[src/acr_defines.vh]
// Constants shared by the atomic cycle request logic and its address pin ports.
`ifndef ACR_DEFINES_VH
`define ACR_DEFINES_VH

// ====================
// Address bus layout (CPU side and memory side use the same layout)
// ====================
`define ACR_ADDR_W        30
`define ACR_SUB_LSB       0
`define ACR_SUB_MSB       1
`define ACR_CFG_LSB       2
`define ACR_CFG_MSB       4
`define ACR_IDX_LSB       5
`define ACR_IDX_MSB       17
`define ACR_UPR_LSB       18
`define ACR_UPR_MSB       29

// ====================
// Line states as reported by the tag lookup
// ====================
`define ACR_LINE_I        2'h0
`define ACR_LINE_S        2'h1
`define ACR_LINE_E        2'h2
`define ACR_LINE_M        2'h3

// ====================
// Lock sequencer states
// ====================
`define ACR_ST_IDLE       3'h0
`define ACR_ST_WAIT       3'h1
`define ACR_ST_ACTIVE     3'h2
`define ACR_ST_EXCL       3'h3
`define ACR_ST_DRAIN      3'h4

// ====================
// Kinds of locked sequence
// ====================
`define ACR_K_SPLIT       2'h0
`define ACR_K_RD_I        2'h1
`define ACR_K_RD_S        2'h2
`define ACR_K_WR          2'h3

// ====================
// Timing and reset values
// ====================
`define ACR_EXCL_REL_CLKS 2'h2
`define ACR_CNT_ONE       2'h1
`define ACR_CFG_WAIT      2'h2
`define ACR_CNT_ZERO      2'h0
`define ACR_ADDR_RST      30'h0000_0000
`define ACR_INACTIVE      1'h1

`endif
[src/acr_addr_port.v]
// Address pin port: output latch with enable, input sampling, three-signal pin.
`timescale 1ns/1ps
`include "acr_defines.vh"

module acr_addr_port #(
   parameter W = `ACR_ADDR_W
) (
   input  wire         i_ref_clk,
   input  wire         i_rst_n,
   input  wire         i_load,
   input  wire [W-1:0] i_load_val,
   input  wire         i_pass,
   input  wire         i_drive,
   input  wire         i_sample,
   input  wire [W-1:0] i_pin_in,
   output reg  [W-1:0] o_pin_out,
   output reg          o_pin_oe,
   output reg  [W-1:0] o_sampled
);

   // ====================
   // Storage
   // ====================
   reg  [W-1:0] hold_r;     // Address of the newest cycle, ahead of the latch.
   wire [W-1:0] newest;     // Value that flows through when the latch is open.

   // A load and an open latch in the same cycle let the new address through.
   assign newest = i_load ? i_load_val : hold_r;

   // Holding register, output latch, pin enable and input capture.
   // Everything is on the system clock so the pins are timed to it.
   always @(posedge i_ref_clk or negedge i_rst_n) begin
      if (!i_rst_n) begin
         hold_r    <= `ACR_ADDR_RST;
         o_pin_out <= `ACR_ADDR_RST;
         o_pin_oe  <= 1'b0;
         o_sampled <= `ACR_ADDR_RST;
      end else begin
         if (i_load) begin
            hold_r <= i_load_val;
         end
         // Latch open: follow the newest address; closed: keep the old one.
         if (i_pass) begin
            o_pin_out <= newest;
         end
         o_pin_oe <= i_drive;
         // Input direction: catch the pins only while we do not drive them.
         if (i_sample && !o_pin_oe) begin
            o_sampled <= i_pin_in;
         end
      end
   end

endmodule

[src/acr_atomic_req.v]
// Atomic cycle request logic of the second-level cache controller.
//
// Functional notes
// - Split lock: assert atomic with memory strobe.
// - Stay active through final cycle's memory strobe.
// - Release registered one clock after lock drops.
// - Cache-lock mode: assert only for memory cycles.
// - Read miss filled E or M: release two clocks after window end.
// - Shared read: release on lock drop or last strobe.
// - Exclusive or modified hit: atomic stays inactive.
// - Write S/I: release at later of both.
// - Atomic valid in same clock as strobe.
// - CPU address pins bidirectional, system clocked.
// - Memory address pins: latch, enable, clocked sampling.
// - Lock protocol strap caught at reset, then fixed.
`timescale 1ns/1ps
`include "acr_defines.vh"

module acr_atomic_req (
   input  wire        i_ref_clk,
   input  wire        i_rst_n,
   input  wire        i_atomic_protocol_sel,
   input  wire        i_cpu_lock_n,
   input  wire        i_split_cycle_ind,
   input  wire        i_cpu_addr_strobe_n,
   input  wire        i_cpu_write,
   input  wire [1:0]  i_line_state,
   input  wire        i_probe_window_end_n,
   input  wire        i_fill_excl,
   input  wire        i_mem_cycle_req,
   input  wire        i_mem_cycle_write,
   input  wire [29:0] i_mem_cycle_addr,
   input  wire        i_cpu_addr_drive,
   input  wire [29:0] i_cpu_addr_val,
   input  wire [2:0]  i_cpu_cfg_addr_bits,
   input  wire [12:0] i_cpu_index_addr,
   input  wire [11:0] i_cpu_upper_addr,
   input  wire [1:0]  i_cpu_subline_sel,
   output wire [2:0]  o_cpu_cfg_addr_bits,
   output wire [12:0] o_cpu_index_addr,
   output wire [11:0] o_cpu_upper_addr,
   output wire [1:0]  o_cpu_subline_sel,
   output wire        o_cpu_addr_oe,
   output wire [29:0] o_cpu_cycle_addr,
   input  wire        i_line_addr_out_en_n,
   input  wire        i_line_addr_latch_en,
   input  wire        i_coherency_probe_strobe_n,
   input  wire [2:0]  i_mem_cfg_addr_bits,
   input  wire [12:0] i_mem_index_addr,
   input  wire [11:0] i_mem_upper_addr,
   input  wire [1:0]  i_mem_subline_sel,
   output wire [2:0]  o_mem_cfg_addr_bits,
   output wire [12:0] o_mem_index_addr,
   output wire [11:0] o_mem_upper_addr,
   output wire [1:0]  o_mem_subline_sel,
   output wire        o_mem_addr_oe,
   output wire [29:0] o_probe_addr,
   output reg         o_membus_cycle_strobe_n,
   output reg         o_mem_cycle_write,
   output reg         o_atomic_request_n,
   output reg         o_protocol_addr_lock
);

   // ====================
   // Lock protocol strap
   // ====================
   reg        sel_meta_r;   // First synchroniser stage of the strap pin.
   reg        sel_sync_r;   // Second synchroniser stage of the strap pin.
   reg  [1:0] cfg_cnt_r;    // Edges since reset release, saturating.
   reg        cfg_done_r;   // Strap has been captured; locks may start.

   // The strap is a pin, so it passes two flops first. Its level at reset
   // release is taken once the synchroniser holds it, and kept from then on.
   always @(posedge i_ref_clk or negedge i_rst_n) begin
      if (!i_rst_n) begin
         sel_meta_r           <= 1'b0;
         sel_sync_r           <= 1'b0;
         cfg_cnt_r            <= `ACR_CNT_ZERO;
         cfg_done_r           <= 1'b0;
         o_protocol_addr_lock <= 1'b0;
      end else begin
         sel_meta_r <= i_atomic_protocol_sel;
         sel_sync_r <= sel_meta_r;
         if (!cfg_done_r) begin
            if (cfg_cnt_r == `ACR_CFG_WAIT) begin
               o_protocol_addr_lock <= sel_sync_r;
               cfg_done_r           <= 1'b1;
            end else begin
               cfg_cnt_r <= cfg_cnt_r + `ACR_CNT_ONE;
            end
         end
      end
   end

   // ====================
   // Decoded events of the current cycle
   // ====================
   wire lock_act;    // CPU lock indication is active.
   wire cpu_start;   // CPU address strobe of a locked cycle.
   wire line_em;     // Looked-up line is exclusive or modified.
   wire mem_go;      // A memory cycle strobe goes out at the next edge.
   wire excl_fill;   // Probe window ended with the line made E or M.

   // Line state decode, used for the start and for the write conversion.
   function is_em;
      input [1:0] st;
      begin
         is_em = (st == `ACR_LINE_E) || (st == `ACR_LINE_M);
      end
   endfunction

   assign lock_act  = !i_cpu_lock_n;
   assign cpu_start = !i_cpu_addr_strobe_n && lock_act;
   assign line_em   = is_em(i_line_state);
   assign mem_go    = i_mem_cycle_req;
   assign excl_fill = !i_probe_window_end_n && i_fill_excl;

   // ====================
   // Lock sequencer
   // ====================
   reg  [2:0] st_r;         // Sequencer state.
   reg  [2:0] st_nxt;
   reg  [1:0] kind_r;       // Kind of the locked sequence in progress.
   reg  [1:0] kind_nxt;
   reg        wr_done_r;    // A write memory strobe of this sequence went out.
   reg        wr_done_nxt;
   reg        gone_r;       // Lock was seen inactive during this sequence.
   reg        gone_nxt;
   reg  [1:0] cnt_r;        // Clocks left before an exclusive-fill release.
   reg  [1:0] cnt_nxt;
   reg        atom_nxt;     // Next level of the active-low atomic output.
   reg        rel_now;      // Drop the atomic request at the next edge.

   // Next-state logic. The atomic level is computed here and registered
   // with the memory strobe so that both change on the same edge.
   always @* begin
      st_nxt      = st_r;
      kind_nxt    = kind_r;
      wr_done_nxt = wr_done_r;
      gone_nxt    = gone_r;
      cnt_nxt     = cnt_r;
      atom_nxt    = o_atomic_request_n;
      rel_now     = 1'b0;
      case (st_r)
         `ACR_ST_IDLE: begin
            // A new sequence needs the lock seen idle first, which the CPU
            // guarantees with its idle clock between locked operations.
            if (cpu_start && cfg_done_r) begin
               wr_done_nxt = 1'b0;
               gone_nxt    = 1'b0;
               if (i_split_cycle_ind || o_protocol_addr_lock) begin
                  kind_nxt = `ACR_K_SPLIT;
                  st_nxt   = `ACR_ST_WAIT;
               end else if (line_em) begin
                  // Served inside the cache: no memory cycle, no request.
                  st_nxt = `ACR_ST_DRAIN;
               end else if (i_cpu_write) begin
                  kind_nxt = `ACR_K_WR;
                  st_nxt   = `ACR_ST_WAIT;
               end else if (i_line_state == `ACR_LINE_I) begin
                  kind_nxt = `ACR_K_RD_I;
                  st_nxt   = `ACR_ST_WAIT;
               end else begin
                  kind_nxt = `ACR_K_RD_S;
                  st_nxt   = `ACR_ST_WAIT;
               end
            end
         end
         `ACR_ST_WAIT: begin
            // Only a cycle that reaches the memory bus raises the request.
            if (mem_go) begin
               atom_nxt    = 1'b0;
               wr_done_nxt = i_mem_cycle_write;
               st_nxt      = `ACR_ST_ACTIVE;
            end else if (!lock_act) begin
               st_nxt = `ACR_ST_IDLE;
            end
         end
         `ACR_ST_ACTIVE: begin
            if (mem_go && i_mem_cycle_write) begin
               wr_done_nxt = 1'b1;
            end
            if (!lock_act) begin
               gone_nxt = 1'b1;
            end
            case (kind_r)
               `ACR_K_SPLIT: begin
                  // Never drop in a clock that launches a strobe, so the
                  // request covers the final cycle's strobe.
                  rel_now = !lock_act && !mem_go;
               end
               `ACR_K_RD_I: begin
                  if (excl_fill) begin
                     cnt_nxt = `ACR_EXCL_REL_CLKS;
                     st_nxt  = `ACR_ST_EXCL;
                  end else if (cpu_start && i_cpu_write && !line_em) begin
                     kind_nxt = `ACR_K_WR;
                  end else begin
                     rel_now = (!lock_act || wr_done_r) && !mem_go;
                  end
               end
               `ACR_K_RD_S: begin
                  if (cpu_start && i_cpu_write && !line_em) begin
                     kind_nxt = `ACR_K_WR;
                  end else begin
                     rel_now = (!lock_act || wr_done_r) && !mem_go;
                  end
               end
               default: begin
                  // Write to a shared or invalid line: both events needed.
                  rel_now = (gone_r || !lock_act) && wr_done_r && !mem_go;
               end
            endcase
         end
         `ACR_ST_EXCL: begin
            cnt_nxt = cnt_r - `ACR_CNT_ONE;
            rel_now = (cnt_r == `ACR_CNT_ONE);
         end
         `ACR_ST_DRAIN: begin
            // Wait for the lock to drop before a new sequence may start.
            if (!lock_act) begin
               st_nxt = `ACR_ST_IDLE;
            end
         end
         default: begin
            st_nxt = `ACR_ST_IDLE;
         end
      endcase
      if (rel_now) begin
         atom_nxt = `ACR_INACTIVE;
         st_nxt   = lock_act ? `ACR_ST_DRAIN : `ACR_ST_IDLE;
      end
   end

   // Sequencer state and the registered memory-bus cycle outputs.
   // The atomic request, strobe and write attribute share one edge.
   always @(posedge i_ref_clk or negedge i_rst_n) begin
      if (!i_rst_n) begin
         st_r                    <= `ACR_ST_IDLE;
         kind_r                  <= `ACR_K_SPLIT;
         wr_done_r               <= 1'b0;
         gone_r                  <= 1'b0;
         cnt_r                   <= `ACR_CNT_ZERO;
         o_atomic_request_n      <= `ACR_INACTIVE;
         o_membus_cycle_strobe_n <= `ACR_INACTIVE;
         o_mem_cycle_write       <= 1'b0;
      end else begin
         st_r                    <= st_nxt;
         kind_r                  <= kind_nxt;
         wr_done_r               <= wr_done_nxt;
         gone_r                  <= gone_nxt;
         cnt_r                   <= cnt_nxt;
         o_atomic_request_n      <= atom_nxt;
         o_membus_cycle_strobe_n <= !mem_go;
         if (mem_go) begin
            o_mem_cycle_write <= i_mem_cycle_write;
         end
      end
   end

   // ====================
   // CPU-side configurable address pins
   // ====================
   wire [29:0] cpu_pin_in;    // CPU address pins gathered into one word.
   wire [29:0] cpu_pin_out;   // Value this block drives onto them.

   assign cpu_pin_in = {i_cpu_upper_addr, i_cpu_index_addr,
                        i_cpu_cfg_addr_bits, i_cpu_subline_sel};

   // Driven toward the CPU on request; sampled with the CPU address strobe.
   acr_addr_port #(
      .W (`ACR_ADDR_W)
   ) u_cpu_port (
      .i_ref_clk  (i_ref_clk),
      .i_rst_n    (i_rst_n),
      .i_load     (i_cpu_addr_drive),
      .i_load_val (i_cpu_addr_val),
      .i_pass     (1'b1),
      .i_drive    (i_cpu_addr_drive),
      .i_sample   (!i_cpu_addr_strobe_n),
      .i_pin_in   (cpu_pin_in),
      .o_pin_out  (cpu_pin_out),
      .o_pin_oe   (o_cpu_addr_oe),
      .o_sampled  (o_cpu_cycle_addr)
   );

   assign o_cpu_subline_sel   = cpu_pin_out[`ACR_SUB_MSB:`ACR_SUB_LSB];
   assign o_cpu_cfg_addr_bits = cpu_pin_out[`ACR_CFG_MSB:`ACR_CFG_LSB];
   assign o_cpu_index_addr    = cpu_pin_out[`ACR_IDX_MSB:`ACR_IDX_LSB];
   assign o_cpu_upper_addr    = cpu_pin_out[`ACR_UPR_MSB:`ACR_UPR_LSB];

   // ====================
   // Memory-side address pins
   // ====================
   wire [29:0] mem_pin_in;    // Memory address pins gathered into one word.
   wire [29:0] mem_pin_out;   // Value this block drives onto them.
   reg         prb_d_r;       // Probe strobe one clock ago, for edge finding.
   wire        prb_first;     // First clock of an active probe strobe.

   assign mem_pin_in = {i_mem_upper_addr, i_mem_index_addr,
                        i_mem_cfg_addr_bits, i_mem_subline_sel};
   assign prb_first  = !i_coherency_probe_strobe_n && prb_d_r;

   // The probe strobe comes from the controller on this clock.
   always @(posedge i_ref_clk or negedge i_rst_n) begin
      if (!i_rst_n) begin
         prb_d_r <= `ACR_INACTIVE;
      end else begin
         prb_d_r <= i_coherency_probe_strobe_n;
      end
   end

   // Latch enable opens the line-address latch; output enable drives pins.
   acr_addr_port #(
      .W (`ACR_ADDR_W)
   ) u_mem_port (
      .i_ref_clk  (i_ref_clk),
      .i_rst_n    (i_rst_n),
      .i_load     (mem_go),
      .i_load_val (i_mem_cycle_addr),
      .i_pass     (i_line_addr_latch_en),
      .i_drive    (!i_line_addr_out_en_n),
      .i_sample   (prb_first),
      .i_pin_in   (mem_pin_in),
      .o_pin_out  (mem_pin_out),
      .o_pin_oe   (o_mem_addr_oe),
      .o_sampled  (o_probe_addr)
   );

   assign o_mem_subline_sel   = mem_pin_out[`ACR_SUB_MSB:`ACR_SUB_LSB];
   assign o_mem_cfg_addr_bits = mem_pin_out[`ACR_CFG_MSB:`ACR_CFG_LSB];
   assign o_mem_index_addr    = mem_pin_out[`ACR_IDX_MSB:`ACR_IDX_LSB];
   assign o_mem_upper_addr    = mem_pin_out[`ACR_UPR_MSB:`ACR_UPR_LSB];

endmodule

[config.mk]
export PLATFORM = sky130hd
export DESIGN_NAME = acr_atomic_req
export DESIGN_NICKNAME = d
export VERILOG_FILES = /design/src/acr_addr_port.v /design/src/acr_atomic_req.v
export VERILOG_INCLUDE_DIRS = /design/src /design/src/src
export SDC_FILE = /design/constraint.sdc
export NUM_CORES = 1
export LEC_CHECK = 0
export BUFFER_PORTS_ARGS = -buffer_cell sky130_fd_sc_hd__buf_2
export CORE_AREA = 2 2 121 123
export CTS_BUF_LIST = sky130_fd_sc_hd__clkbuf_16
export DETAILED_ROUTE_END_ITERATION = 10
export DIE_AREA = 0 0 123 125
export PLACE_DENSITY = 0.78
export SYNTH_ARGS = -nofsm -noshare
export SYNTH_HDL_FRONTEND = slang
export SYNTH_SLANG_ARGS = --single-unit
[constraint.sdc]
create_clock -name i_ref_clk -period 2.51 [get_ports i_ref_clk]
set_input_delay 0.1255 -clock i_ref_clk [delete_from_list [all_inputs] [get_ports i_ref_clk]]
set_output_delay 0.1255 -clock i_ref_clk [all_outputs]
set_load 0.03 [all_outputs]
-- Word level (Yosys, flattened, before mapping)
Cells that the tools add are included.
- flip-flop bits (word level): 171
- latch bits: 0
- memory bits (writable): 0
- memory bits (read-only): 0
- input bits: 137
- output and inout port bits: 126
- logic and storage cells: 128
- memories kept: 0
- $add $sub $neg: 2
- $mul: 0
- div/mod/pow operators: 0
- magnitude comparators: 0
- equal/unequal tests: 23
- shifts and indexed selects: 0
- multiplexer cells: 38
- bitwise operators: 2
- reductions and logical operators: 42
- operators with widths (cell ; number):
    two-way mux 30 bit ; 1
    two-way mux 3 bit ; 9
    two-way mux 2 bit ; 9
    one-hot mux 3 bit (5 select lines) ; 1
    logical AND 1 bit ; 13
    != test 2 bit (second input constant) ; 6
    != test 3 bit (second input constant) ; 4
    one-hot mux 2 bit (2 select lines) ; 3
    two-way mux 1 bit ; 11
    logical NOT 1 bit ; 9
    == test 2 bit (second input constant) ; 4
    AND reduction 4 bit ; 2
    nonzero test 2 bit ; 4
    == test 3 x 2 -> 1 bit (second input constant) ; 2
    != test 3 x 2 -> 1 bit (second input constant) ; 2
    one-hot mux 1 bit (3 select lines) ; 2
    AND reduction 2 bit ; 3
    AND reduction 3 bit ; 2
    AND reduction 5 bit ; 1
    == test 2 x 1 -> 1 bit (second input constant) ; 2
    logical NOT 2 bit ; 2
    logical OR 1 bit ; 4
    one-hot mux 1 bit (2 select lines) ; 2
    == test 3 x 1 -> 1 bit (second input constant) ; 1
    7 further kinds ; 8

-- Logic depth before layout (Yosys ltp)
- word-level depth: 10
- mapped depth: 6

-- Cells and area by module
A second synthesis with hierarchy kept.
- cell total of the unflattened synthesis: 489
- area, all modules: 8205.4 um2
- by module, submodules not included (module ; instances ; cells each ; area an instance (um2) ; seq. area each (um2)):
    acr_addr_port ; 2 ; 191 ; 3585.9 ; 2277.2
    acr_atomic_req ; 1 ; 107 ; 1033.5 ; 479.2

-- Least setup slack after synthesis
OpenSTA, ideal clock, no wires.
- kind: register -> register
- start: register kind_r[0]
- end: register kind_r[0]
- library setup time: 128 ps
- data arrival time: 1709 ps
- data required time: 2382 ps
- slack: 674 ps
- stages on the path, launching flop included: 6
- path through: dfrtp_1 ha_1 and3b_1 o32a_1 nor4_4 mux2_1
- cells in the longest elaborated chain, start to end: 4
- elaborated cells between the ends (all ways): 9
- those cells by class: eq/ne: 4; mux: 4; reduce/logical: 1
- ends and longest elaborated chain (item ; line ; RTL):
    from (decl) ; acr_atomic_req.v:123 ; reg [1:0] kind_r;
    from (signal assigned) ; acr_atomic_req.v:240 ; kind_r <= `ACR_K_SPLIT;
    from (signal assigned) ; acr_atomic_req.v:249 ; kind_r <= kind_nxt;
    two-way mux 2 bit (2 in a row) ; -- ;
    one-hot mux 2 bit (2 select lines) ; acr_atomic_req.v:186 ; case (kind_r)
    one-hot mux 2 bit (2 select lines) ; acr_atomic_req.v:144 ; case (st_r)
Parallel ways exist; a longest one is shown, timed or not. The select of a mux whose other input is x is not followed.
A chain may end at the register's enable or synchronous reset.

-- Worst setup path in the final report
- start: input i_cpu_lock_n
- end: register kind_r[0]
- cells in the longest elaborated chain, start to end: 8
- elaborated cells between the ends (all ways): 11
- those cells by class: eq/ne: 1; mux: 4; reduce/logical: 6
- ends and longest elaborated chain (item ; line ; RTL):
    from (decl) ; acr_atomic_req.v:23 ; input wire i_cpu_lock_n,
    logical NOT 1 bit * ; acr_atomic_req.v:112 ; assign lock_act = !i_cpu_lock_n;
    logical AND 1 bit * ; acr_atomic_req.v:113 ; assign cpu_start = !i_cpu_addr_strobe_n && lock_act;
    logical AND 1 bit (2 in a row) ; acr_atomic_req.v:196, acr_atomic_req.v:203 ;
    two-way mux 2 bit (2 in a row) ; -- ;
    one-hot mux 2 bit (2 select lines) (2 in a row) ; -- ;
Every way passes the cells marked *; elsewhere a longest branch is shown, timed or not. The select of a mux whose other input is x is not followed.

==> flow_summary.yaml <==
place:
  gp_congestion: 0.884
  dpl_cell_area_um2: 8160
  hpwl_mm: 10.9
  portBuffers: 262
pwr:
  peakVddDrop_mv: 0.493
  p_leak_uw: 0.00473
  powerDensity_nw_per_um2: 813
  power_uw: 8140
worst_setup_path:
  rrSetupSlack_ns: 0.51
  cp-start-kind: "input port"
  cp-end-kind: "register"
  worstPathMaxFanout: 8
  cp.arrival_ns: 2.34
  critPathKind: "input port to register"
  cp.required_ns: 2.80
logic_synthesis:
  yosys_warnings: 0
  synth.area.top_cells: "dfrtp_1, mux2_2, mux2_1, dfstp_2, clkbuf_1"
  synthDistinctLibCells: 39
  synthSimpleGateAreaFrac: 0.0333
  synth-adder-area-share: 0.00946
  muxShareOfSynthArea: 0.262
  yosysTopAreaCellShare: 0.636
  yosysSeqAreaShare: 0.648
  synth_fp_nets: 567
  netlist.top_cell.by_area: "dfrtp_1"
  synth_top_family_by_area: "multiplexers"
  synthArstFlopShare: 1.00
  synth_xor_area_frac: 0.00265
  synth_top_flop_cell: "dfrtp_1"
  synth_compound_area_frac: 0.0274
  synth_area_per_cell_um2: 15.6
  synth-seq-cells: 171
  synth-edff-count: 0
  synth_area_um2: 6610
  syn_inst: 425
clocking:
  clockBufferDepth: 2
  root_buffer: "clkbuf_16"
  cts_htree_levels: 4
  cts.sinks: 171
  clkSlewWorstSetupHoldPaths_ns: 0.06
  post_cts_resized: 0
  cts_tree: "built"
  cts_buffers: 17
  clk_latency_ns: 0.41
routing:
  wirelength_mm: 17.2
  first_pass_iters: 4
  vias: 5074
  wl_per_cell_um: 16.9
  ant_nets: 0
  drtIter0Drc: 155
  avgViaCountPerCell: 4.99
  drc: 0
hold_path:
  hp-class: "input port to register"
global_routing:
  antenna_found_initial: 0
  grt_usage: 0.233
  grt_pass1_wl_mm: 27.7
  grt_pass1_vias: 5783
  grt_overflow: 0
  grt_max_degree: 57
sta:
  max_freq_mhz: 489
  rsz0062_at_grt: "no"
  tns_ns: 0
  skew_ns: 0.00668
  period_needed_ns: 2.04
  worstMarginPinSlew_ns: 0.955
  finalMaxSlewViolations: 0
  hold_viol_final: 0
  max_slew_margin: 0.354
  setup_viol: 0
  finalCritPeriodShare: 0.814
  whs_ns: 0.0741
cells_and_area:
  syn_to_final_growth_pct: 51.4
  final_area_um2: 10000
  layout_commonest_cell: "buf_2"
  final_cell_mix: "buf_2, dfrtp_1, dlygate4sd3_1"
  drive_above_1_share: 0.481
  final_net_count: 961
floorplanning:
  die_x_um: 123
  io_pins: 263
  dieArea_um2: 15400
  core_area_um2: 14200
  die_h_um: 125
  num_rows: 44
  initial_core_util: 0.466
run_status:
  outcome: "completed"
run:
  drv_cap: 0
-- power breakdown --
part | switching (uW) | internal (uW)
Combinational | 1230 | 855
Clock | 1040 | 1550
Sequential | 290 | 3180
-- path summary, 6_finish.rpt --
path,start,end,depth (start not counted)
setup / recovery,i_cpu_lock_n,kind_r[0]$_DFFE_PN0P_,6
hold reg to reg,sel_meta_r$_DFF_PN0_,sel_sync_r$_DFF_PN0_,0
setup reg to reg,kind_r[1]$_DFFE_PN0P_,kind_r[0]$_DFFE_PN0P_,6
min in group asynchronous,i_rst_n,u_cpu_port.hold_r[12]$_DFFE_PN0P_,2
max in group asynchronous,i_rst_n,prb_d_r$_DFF_PN1_,3
hold / removal,i_split_cycle_ind,kind_r[1]$_DFFE_PN0P_,3
-- cell type report --
| type | count | area [um^2] |
|---|---|---|
| clock buffer | 17 | 425 |
| clock inverter | 15 | 160 |
| inverter | 10 | 37.5 |
| fill | 960 | 4190 |
| antenna | 1 | 2.50 |
| tap | 184 | 230 |
| sequential | 171 | 4280 |
| timing repair buffer | 396 | 2650 |
| multi-input combinational | 223 | 2220 |
-- flip-flops by register name, summed over array words and instances (netlist names), 2 cells and up --
name / count
kind_r: 2
u_mem_port.o_sampled: 30
u_cpu_port.o_sampled: 30
u_mem_port.hold_r: 30
st_r: 3
cnt_r: 2
cfg_cnt_r: 2
u_mem_port.o_pin_out: 30
u_cpu_port.hold_r: 30
-- worst max-delay path, stage by stage --
cell and delay, ns:
dlygate4sd3_1 0.53, buf_2 0.17, or4b_4 0.53, o32a_1 0.37
nor4_4 0.26, mux2_1 0.35
-- through the flow --
step / worst slack [ns] / instances / utilization
after floorplan: 0.674 / 425 / -
after global placement: 0.621 / 858 / 0.575
after detailed placement: 0.527 / 858 / 0.575
after CTS: 0.471 / 1016 / 0.705
after global routing: 0.412 / 1016 / 0.705
final: 0.466 / 1017 / 0.705
-- synth_stat cells (3+ instances only) --
cell type / instances
buf_1: 3
clkbuf_1: 18
dfrtp_1: 168
dfstp_2: 3
ha_1: 5
inv_1: 10
mux2_1: 58
mux2_2: 94
nand2_1: 7
nand2b_1: 3
nor2_1: 9
nor2b_1: 3
nor3_1: 3
o21ai_0: 4
o31ai_1: 5
-- layer usage --
layer	part of all wire	GRT usage	up-vias	routed length [um]
li1	-	-	2292	-
met1	0.37	0.246	2522	6400
met2	0.54	0.429	211	9340
met3	0.053	0.0538	49	913
met4	0.032	0.112	0	557
met5	0	0	-	0
-- kinds of logic (layout without fill, tap and decap cells) --
family | after synthesis | count (layout)
buffers and inverters | 31 | 438
other | 0 | 1
adders and majority gates | 5 | 5
muxes | 154 | 154
xor gates and xnor gates | 2 | 2
AOI/OAI and AO/OA | 25 | 25
and+or+nand+nor | 37 | 37
DFF | 171 | 171
-- what timing repair did --
item	CTS	global route
hold buffers	126	0
endpoints found under the hold margin	175	0
buffers inserted	0	0
Power figures use the tool's default switching activity.
